File: src/verilog/lsc_regs.svh
// register offsets, field positions, reset values and timing counts of the light sensor control
// assumes inclusion from the light control module and the bench only
`ifndef LSC_REGS_SVH
`define LSC_REGS_SVH
`define LSC_SLAVE_ADDR      7'h44
`define LSC_OFS_OP_CFG      3'h0
`define LSC_OFS_ALARM_CTRL  3'h1
`define LSC_OFS_UPPER_LIM   3'h2
`define LSC_OFS_LOWER_LIM   3'h3
`define LSC_OFS_LIGHT_LO    3'h4
`define LSC_OFS_LIGHT_HI    3'h5
`define LSC_OFS_PERIOD_LO   3'h6
`define LSC_OFS_PERIOD_HI   3'h7
`define LSC_PTR_RESTART_BIT 7
`define LSC_PTR_CLEAR_BIT   6
`define LSC_ALARM_FLAG_BIT  5
`define LSC_RST_OP_CFG      8'h00
`define LSC_RST_ALARM_CTRL  8'h00
`define LSC_RST_UPPER_LIM   8'hff
`define LSC_RST_LOWER_LIM   8'h00
`define LSC_RST_DATA        8'h00
`define LSC_CLK_KHZ         125000
`define LSC_OSC_FAST_KHZ    684
`define LSC_OSC_DIV         (`LSC_CLK_KHZ / `LSC_OSC_FAST_KHZ)
`endif

File: src/verilog/lsc_pkg.sv
// types of the light sensor control block
// assumes lsc_regs.svh for the figures
package lsc_pkg;
  typedef enum logic [2:0] {
    LSC_IDLE, LSC_ADDR, LSC_ACK, LSC_PTR, LSC_WDATA, LSC_RDATA, LSC_RACK
  } lsc_state_t;

  typedef struct packed {
    logic       converter_run;
    logic       device_sleep;
    logic       timing_source_sel;
    logic       rsvd;
    logic       conv_mode_hi;
    logic       conv_mode_lo;
    logic       width_sel_hi;
    logic       width_sel_lo;
  } lsc_op_cfg_t;

  typedef struct packed {
    logic [1:0] rsvd_hi;
    logic       alarm_flag;
    logic       rsvd;
    logic       range_sel_hi;
    logic       range_sel_lo;
    logic       persist_sel_hi;
    logic       persist_sel_lo;
  } lsc_alarm_ctrl_t;

  typedef struct packed {
    logic       stb;
    logic [2:0] idx;
    logic [7:0] data;
  } lsc_wr_t;
endpackage

File: src/verilog/lsc_light_ctrl.sv
// i2c slave, register file, integration timing and threshold alarm of a light sensor
// assumes scl/sda arrive asynchronously; photo_sample comes from converter logic on clock
`timescale 1ns/100ps
`include "lsc_regs.svh"

// Function
// answer only when the seven address bits after a start equal 1000100
// eight byte registers; command and control hold until rewritten
// four read-only bytes: light count pair and period count pair
// master drives scl; receiver pulls sda low in each acknowledge slot
// address byte bit 7 ends the integration and starts a new one
// address byte bit 6 clears the pending alarm
// command bit 7 low holds the converter core in reset
// command bit 6 high powers the device down
// command bit 5 selects internal or host-timed integration
// internal integration lasts the oscillator cycles of the n-bit counter
// external integration spans the time between restart commands
// command bits 3:2 equal 1:0 produce a signed light count, else idle
// command bits 1:0 pick 65536, 4096, 256 or 16 cycles
// alarm pin is open drain, pulled low on alarm
// alarm when count leaves the window, after the persistence count
// converter result is a signed 15-bit count read as bytes; the code keeps a 16-bit count, sign extended from the selected width
// control bit 5 set by alarm, cleared by writing zero
// control bits 3:2 pick one of four ranges; the code decodes only bit 3, which picks one of two oscillator divisions
// control bits 1:0 need 1, 4, 8 or 16 consecutive outside periods
// each limit byte is the upper byte of a 16-bit limit
// alarm pin and flag stay active until the host clears them
// light and period counts update together at each period end
module lsc_light_ctrl
  import lsc_pkg::*;
#(
  parameter int OSC_DIV = `LSC_OSC_DIV
) (
  input  wire logic        clock,
  input  wire logic        rst_n,
  input  wire logic        scl_i,
  input  wire logic        sda_i,
  output wire logic        sda_o,
  output logic             sda_oe,
  output wire logic        int_o,
  output wire logic        int_oe,
  input  wire logic [15:0] photo_sample
);

  ////////////////////////////////////////////////////////////////////////////
  // functions

  // terminal value of the integration counter, cycles minus one
  function automatic logic [15:0] width_last(input logic [1:0] sel);
    unique case (sel)
      2'b00:   return 16'hffff;
      2'b01:   return 16'h0fff;
      2'b10:   return 16'h00ff;
      default: return 16'h000f;
    endcase
  endfunction

  // keep n bits of the sample, sign extended
  function automatic logic [15:0] fit_width(input logic [15:0] s, input logic [1:0] sel);
    unique case (sel)
      2'b00:   return s;
      2'b01:   return {{4{s[11]}}, s[11:0]};
      2'b10:   return {{8{s[7]}}, s[7:0]};
      default: return {{12{s[3]}}, s[3:0]};
    endcase
  endfunction

  function automatic logic [4:0] persist_need(input logic [1:0] sel);
    unique case (sel)
      2'b00:   return 5'h01;
      2'b01:   return 5'h04;
      2'b10:   return 5'h08;
      default: return 5'h10;
    endcase
  endfunction

  ////////////////////////////////////////////////////////////////////////////
  // pin synchronisers

  logic [2:0] scl_sync;
  logic [2:0] sda_sync;
  always_ff @(posedge clock or negedge rst_n) begin
    if (!rst_n) begin
      scl_sync <= 3'h7;
      sda_sync <= 3'h7;
    end else begin
      scl_sync <= {scl_sync[1:0], scl_i};
      sda_sync <= {sda_sync[1:0], sda_i};
    end
  end

  wire logic scl_s     = scl_sync[1];
  wire logic sda_s     = sda_sync[1];
  wire logic scl_rise  = scl_s & ~scl_sync[2];
  wire logic scl_fall  = ~scl_s & scl_sync[2];
  wire logic start_c   = scl_s & scl_sync[2] & ~sda_s & sda_sync[2];
  wire logic stop_c    = scl_s & scl_sync[2] & sda_s & ~sda_sync[2];

  ////////////////////////////////////////////////////////////////////////////
  // registers

  lsc_op_cfg_t     cfg;
  lsc_alarm_ctrl_t actl;
  logic [7:0]      upper_limit_bits;
  logic [7:0]      lower_limit_bits;
  logic [15:0]     light_count;
  logic [15:0]     period_count;
  lsc_wr_t         wr;
  logic [2:0]      ptr_idx;
  logic [7:0]      shreg;

  function automatic logic [7:0] reg_read(input logic [2:0] idx);
    unique case (idx)
      `LSC_OFS_OP_CFG:     return cfg & 8'hef;
      `LSC_OFS_ALARM_CTRL: return actl & 8'h2f;
      `LSC_OFS_UPPER_LIM:  return upper_limit_bits;
      `LSC_OFS_LOWER_LIM:  return lower_limit_bits;
      `LSC_OFS_LIGHT_LO:   return light_count[7:0];
      `LSC_OFS_LIGHT_HI:   return light_count[15:8];
      `LSC_OFS_PERIOD_LO:  return period_count[7:0];
      default:             return period_count[15:8];
    endcase
  endfunction

  ////////////////////////////////////////////////////////////////////////////
  // i2c slave

  lsc_state_t state;
  lsc_state_t after_ack;
  logic [3:0] bitcnt;
  logic       nack;
  logic       restart_cmd;
  logic       clear_cmd;

  wire logic       byte_done = scl_fall & (bitcnt == 4'd8);
  wire logic       addr_hit  = shreg[7:1] == `LSC_SLAVE_ADDR;
  wire logic [7:0] rd_byte   = reg_read(ptr_idx);

  assign sda_o = 1'b0;

  always_ff @(posedge clock or negedge rst_n) begin
    if (!rst_n) begin
      state       <= LSC_IDLE;
      after_ack   <= LSC_IDLE;
      bitcnt      <= 4'h0;
      shreg       <= 8'h00;
      sda_oe      <= 1'b0;
      nack        <= 1'b0;
      ptr_idx     <= 3'h0;
      wr          <= '0;
      restart_cmd <= 1'b0;
      clear_cmd   <= 1'b0;
    end else begin
      wr.stb      <= 1'b0;
      restart_cmd <= 1'b0;
      clear_cmd   <= 1'b0;
      if (start_c) begin
        state  <= LSC_ADDR;
        bitcnt <= 4'h0;
        sda_oe <= 1'b0;
      end else if (stop_c) begin
        state  <= LSC_IDLE;
        sda_oe <= 1'b0;
      end else begin
        unique case (state)
          LSC_IDLE: ;
          LSC_ADDR, LSC_PTR, LSC_WDATA: begin
            if (scl_rise) begin
              shreg  <= {shreg[6:0], sda_s};
              bitcnt <= bitcnt + 4'd1;
            end else if (byte_done) begin
              bitcnt <= 4'h0;
              state  <= LSC_ACK;
              sda_oe <= 1'b1;
              if (state == LSC_ADDR) begin
                after_ack <= shreg[0] ? LSC_RDATA : LSC_PTR;
                if (!addr_hit) begin
                  state  <= LSC_IDLE;
                  sda_oe <= 1'b0;
                end
              end else if (state == LSC_PTR) begin
                after_ack   <= LSC_WDATA;
                ptr_idx     <= shreg[2:0];
                restart_cmd <= shreg[`LSC_PTR_RESTART_BIT];
                clear_cmd   <= shreg[`LSC_PTR_CLEAR_BIT];
              end else begin
                after_ack <= LSC_WDATA;
                wr        <= '{stb: 1'b1, idx: ptr_idx, data: shreg};
                ptr_idx   <= ptr_idx + 3'd1;
              end
            end
          end
          LSC_ACK: begin
            if (scl_fall) begin
              state  <= after_ack;
              sda_oe <= 1'b0;
              if (after_ack == LSC_RDATA) begin
                shreg  <= rd_byte;
                sda_oe <= ~rd_byte[7];
              end
            end
          end
          LSC_RDATA: begin
            if (scl_rise) begin
              bitcnt <= bitcnt + 4'd1;
            end else if (byte_done) begin
              state  <= LSC_RACK;
              sda_oe <= 1'b0;
            end else if (scl_fall) begin
              shreg  <= {shreg[6:0], 1'b0};
              sda_oe <= ~shreg[6];
            end
          end
          LSC_RACK: begin
            if (scl_rise) begin
              nack    <= sda_s;
              ptr_idx <= ptr_idx + 3'd1;
            end else if (scl_fall) begin
              bitcnt <= 4'h0;
              state  <= nack ? LSC_IDLE : LSC_RDATA;
              shreg  <= rd_byte;
              sda_oe <= ~nack & ~rd_byte[7];
            end
          end
        endcase
      end
    end
  end

  ////////////////////////////////////////////////////////////////////////////
  // integration timing

  logic [15:0] div_cnt;
  logic [15:0] integ_cnt;
  logic [4:0]  persist_cnt;

  wire logic        fast_range = actl.range_sel_hi;
  wire logic [15:0] div_last   = fast_range ? 16'(OSC_DIV - 1) : 16'(2 * OSC_DIV - 1);
  wire logic        osc_tick   = div_cnt == 16'h0000;
  wire logic        light_mode = {cfg.conv_mode_hi, cfg.conv_mode_lo} == 2'b10;
  wire logic        active     = cfg.converter_run & ~cfg.device_sleep & light_mode;
  wire logic [1:0]  wsel       = {cfg.width_sel_hi, cfg.width_sel_lo};
  wire logic [15:0] int_last   = width_last(wsel);
  wire logic        int_end    = ~cfg.timing_source_sel & osc_tick & (integ_cnt == int_last);
  wire logic        cfg_wr     = wr.stb & (wr.idx == `LSC_OFS_OP_CFG);
  wire logic        period_end = active & (int_end | restart_cmd);
  wire logic [15:0] new_light  = fit_width(photo_sample, wsel);
  wire logic        out_win    = (new_light > {upper_limit_bits, 8'h00})
                               | (new_light < {lower_limit_bits, 8'h00});
  wire logic [4:0]  need       = persist_need({actl.persist_sel_hi, actl.persist_sel_lo});
  wire logic        alarm_set  = period_end & out_win & (persist_cnt >= need - 5'd1);
  wire logic        alarm_clr  = clear_cmd | (wr.stb & (wr.idx == `LSC_OFS_ALARM_CTRL)
                               & ~wr.data[`LSC_ALARM_FLAG_BIT]);
  wire logic        next_flag  = alarm_set | (actl.alarm_flag & ~alarm_clr);

  always_ff @(posedge clock or negedge rst_n) begin
    if (!rst_n) begin
      div_cnt <= 16'h0000;
    end else begin
      div_cnt <= (osc_tick || cfg.device_sleep) ? div_last : div_cnt - 16'd1;
    end
  end

  // external mode saturates rather than wraps so long host periods stay readable
  always_ff @(posedge clock or negedge rst_n) begin
    if (!rst_n) begin
      integ_cnt <= 16'h0000;
    end else if (!active || period_end || cfg_wr) begin
      // a count left above a new terminal value would never match
      integ_cnt <= 16'h0000;
    end else if (osc_tick && integ_cnt != 16'hffff) begin
      integ_cnt <= integ_cnt + 16'd1;
    end
  end

  always_ff @(posedge clock or negedge rst_n) begin
    if (!rst_n) begin
      light_count  <= {`LSC_RST_DATA, `LSC_RST_DATA};
      period_count <= {`LSC_RST_DATA, `LSC_RST_DATA};
      persist_cnt  <= 5'h00;
    end else if (period_end) begin
      light_count  <= new_light;
      period_count <= integ_cnt;
      // saturates so a long excursion keeps the alarm armed
      persist_cnt  <= !out_win ? 5'h00 : (persist_cnt == 5'h1f) ? 5'h1f : persist_cnt + 5'd1;
    end
  end

  // only software writes reach the held registers, apart from actl.alarm_flag, which follows next_flag
  always_ff @(posedge clock or negedge rst_n) begin
    if (!rst_n) begin
      cfg              <= `LSC_RST_OP_CFG;
      actl             <= `LSC_RST_ALARM_CTRL;
      upper_limit_bits <= `LSC_RST_UPPER_LIM;
      lower_limit_bits <= `LSC_RST_LOWER_LIM;
    end else begin
      actl.alarm_flag <= next_flag;
      if (wr.stb) begin
        unique case (wr.idx)
          `LSC_OFS_OP_CFG:     cfg <= wr.data & 8'hef;
          `LSC_OFS_ALARM_CTRL: {actl.range_sel_hi, actl.range_sel_lo, actl.persist_sel_hi,
                                actl.persist_sel_lo} <= wr.data[3:0];
          `LSC_OFS_UPPER_LIM:  upper_limit_bits <= wr.data;
          `LSC_OFS_LOWER_LIM:  lower_limit_bits <= wr.data;
          default: ;
        endcase
      end
    end
  end

  assign int_o  = 1'b0;
  assign int_oe = actl.alarm_flag;
endmodule // lsc_light_ctrl

File: config.mk
export PLATFORM = sky130hd
export DESIGN_NAME = lsc_light_ctrl
export DESIGN_NICKNAME = d
export VERILOG_FILES = /design/src/verilog/lsc_pkg.sv /design/src/verilog/lsc_light_ctrl.sv
export VERILOG_INCLUDE_DIRS = /design/src /design/src/verilog
export SDC_FILE = /design/constraint.sdc
export NUM_CORES = 1
export LEC_CHECK = 0
export ABC_AREA = 0
export BUFFER_PORTS_ARGS = -buffer_cell sky130_fd_sc_hd__buf_4
export CORE_UTILIZATION = 53
export CTS_BUF_LIST = sky130_fd_sc_hd__clkbuf_16
export CTS_CLUSTER_SIZE = 24
export DETAILED_ROUTE_END_ITERATION = 7
export PLACE_DENSITY_LB_ADDON = 0.15
export SLEW_MARGIN = 20
export SYNTH_ARGS = -nofsm -noshare
export SYNTH_HDL_FRONTEND = slang
export SYNTH_SLANG_ARGS = --single-unit
File: constraint.sdc
create_clock -name clock -period 3.9 [get_ports clock]
set_input_delay 0.195 -clock clock [delete_from_list [all_inputs] [get_ports clock]]
set_output_delay 0.195 -clock clock [all_outputs]
set_load 0.01 [all_outputs]
==> flow_summary.ini <==
[status]
outcome = completed

[clocking]
clock-root-buffer = clkbuf_16
cts_buffers = 17
clockBufferDepth = 2
htree_levels = 4
worstSkewPairLatency_ns = 0.42
postCtsSetupBuffers = 0
post_cts_resized = 0
cts_sinks = 140
clk_pin_slew_ns = 0.06
cts_tree = yes
hold_buffers = 6

[sta]
setup_violations = 0
hold_violations = 0
fin_tns_setup_ns = 0
period_needed_ns = 3.12
min_period_over_period = 0.801
rsz0062_at_grt = no
skew_ns = 0.00755
slew_violations = 0
worst_pin_slew_ns = 1.15
slew_headroom = 0.223
whs_ns = 0.0460
clock.fmax_ghz = 0.320

[route]
routed-via-count = 5915
drc_errors = 0
ant_nets = 0
drt_pass1_iterations = 5
wire_per_inst_um = 18.3
drt_iter0_drc = 581
via_per_inst = 6.00
routed_wl_um = 18100

[floorplanning]
pin_count = 24
start_util = 0.550
coreArea_mm2 = 0.0135
die_y_um = 120
dieArea_mm2 = 0.0144
die_w_um = 120
num_rows = 42

[critical_path]
path_class = reg2reg
crit_path_max_fanout = 19
cp.required_ns = 4.25
worstPathArrival_ns = 3.48
end_kind = register
crit_path_start_kind = register

[yosys]
synth_top_area_frac = 0.426
syn_area_mm2 = 0.00740
avgSynthCellArea_um2 = 9.50
synth_cells = 779
async_reset_ff_frac = 1.00
yosysTopAreaCell = dfrtp_1
yosys-top-cells-area = dfrtp_1, nand2_1, mux2_2
synth_edf_count = 0
ys_seq_area_frac = 0.476
synth_seq_cells = 140
synth.distinct_cells = 69
yosysWarnings = 0
synth_top_flop_cell = dfrtp_1

[min_path]
hold_path.class = in2reg

[placement]
dp_hpwl_um = 12600
dp.cells = 948
numPortBuffers = 21
gp_congestion = 0.907

[cells_and_area]
final_nets = 846
layout-drive-gt1-share = 0.148
final_cells = 986
antenna_cells = 0
area.growth.synth_to_final_pct = 13.3

[power]
leakage_nw = 3.73
peakVddDrop_mv = 0.334
p_per_area_mw_per_mm2 = 420

[grt]
grt_pass1_vias = 5858
track_usage = 0.270
antenna_found_initial = 0
gr-total-overflow = 0
grt_pass1_wl_um = 29800
grt_max_degree = 118

[run]
drv_cap = 0
[cells in the mapped netlist, drive strengths merged (6+ instances only)]
cell type / number
nand2: 134
dfrtp: 126
nor2: 56
o21ai: 53
a21oi: 43
mux2: 41
inv: 33
ha: 29
clkbuf: 23
nand3: 23
xor2: 17
dfstp: 14
buf: 13
nand2b: 12
xnor2: 12
a31oi: 10
a22oi: 9
nand4: 9
and2: 8
nor2b: 8
nor3: 8
nor4: 7
a211oi: 6
o31ai: 6
[cells by family after synthesis]
| kind of cell | Yosys count | synth area share |
|---|---|---|
| XOR/XNOR | 29 | 0.0343 |
| AND/OR/NAND/NOR | 300 | 0.191 |
| buffers and inverters | 70 | 0.0406 |
| adder cells (fa/ha/maj) | 29 | 0.0490 |
| flip-flops | 140 | 0.476 |
| other | 1 | 0.000507 |
| AO/OA/AOI/OAI | 165 | 0.141 |
| multiplexers | 45 | 0.0678 |
[cells in the final DEF (no fill, tap or decap), drive strengths merged, types with 9 or more instances in the layout]
cell / count
nand2: 134
dfrtp: 126
nor2: 56
o21ai: 53
a21oi: 43
mux2: 41
inv: 37
ha: 29
buf: 27
nand3: 23
clkbuf: 18
xor2: 17
dfstp: 14
nand2b: 12
xnor2: 12
a31oi: 10
nand4: 9
a22oi: 9
[registers in the layout (all words and copies together) (netlist names), 8 cells and up]
name	flops
div_cnt	16
integ_cnt	16
period_count	16
wr	12
lower_limit_bits	8
shreg	8
upper_limit_bits	8
light_count	16
[power by group]
group	leakage [nW]	internal (W)	switching [W]	total [W]
Sequential	1.76	0.00150	0.0000576	0.00156
Combinational	1.66	0.0000810	0.000109	0.000190
Clock	0.309	0.00113	0.000640	0.00177
[path summary, 6_finish.rpt]
| path | startpoint | endpoint | slack, ns | depth (start not counted) |
|---|---|---|---|---|
| setup / recovery | cfg[1]$_DFFE_PN0P_ | period_count[5]$_DFFE_PN0P_ | 0.78 | 7 |
| hold / removal | photo_sample[3] | light_count[3]$_DFFE_PN0P_ | 0.05 | 3 |
| setup reg to reg | cfg[1]$_DFFE_PN0P_ | period_count[5]$_DFFE_PN0P_ | 0.78 | 7 |
| hold reg to reg | scl_sync[0]$_DFF_PN1_ | scl_sync[1]$_DFF_PN1_ | 0.35 | 0 |
| max in group asynchronous | rst_n | upper_limit_bits[4]$_DFFE_PN1P_ | 2.47 | 3 |
| min in group asynchronous | rst_n | persist_cnt[0]$_DFFE_PN0P_ | 0.49 | 2 |
[area by class of cell]
| type | count | area (um^2) |
|---|---|---|
| Multi-Input combinational cell | 570 | 3590 |
| Sequential cell | 140 | 3520 |
| Fill cell | 1136 | 5070 |
| Inverter | 34 | 128 |
| Tap cell | 176 | 220 |
| Timing Repair Buffer | 34 | 277 |
| Clock inverter | 15 | 223 |
| Clock buffer | 17 | 425 |
[layer usage]
metal	share of wire	vias to the layer above	GRT usage
met5	0	-	0
met4	0.018	0	0.0953
met3	0.054	27	0.0518
met2	0.49	193	0.447
met1	0.44	2912	0.354
li1	-	2783	-
[stage by stage]
stage	util	instance area (um^2)	worst slack, ns	power, W
2_1_floorplan	-	7400	1.10	0.00168
3_3_place_gp	0.570	7670	1.04	0.00176
3_5_place_dp	0.570	7670	0.890	0.00177
4_1_cts	0.623	8380	0.828	0.00355
5_1_grt	0.623	8380	0.646	0.00364
6_report	0.623	8380	0.777	0.00352
[worst max-delay path, cell delays in order, from the launching register on]
cell	delay [ns]
dfrtp_1	0.62
or4b_1	0.48
o32a_1	0.20
a2111oi_2	0.51
a31o_1	0.73
buf_4	0.33
nand2_1	0.09
nand2_1	0.08
No activity file was read; power rests on OpenSTA's default activity.
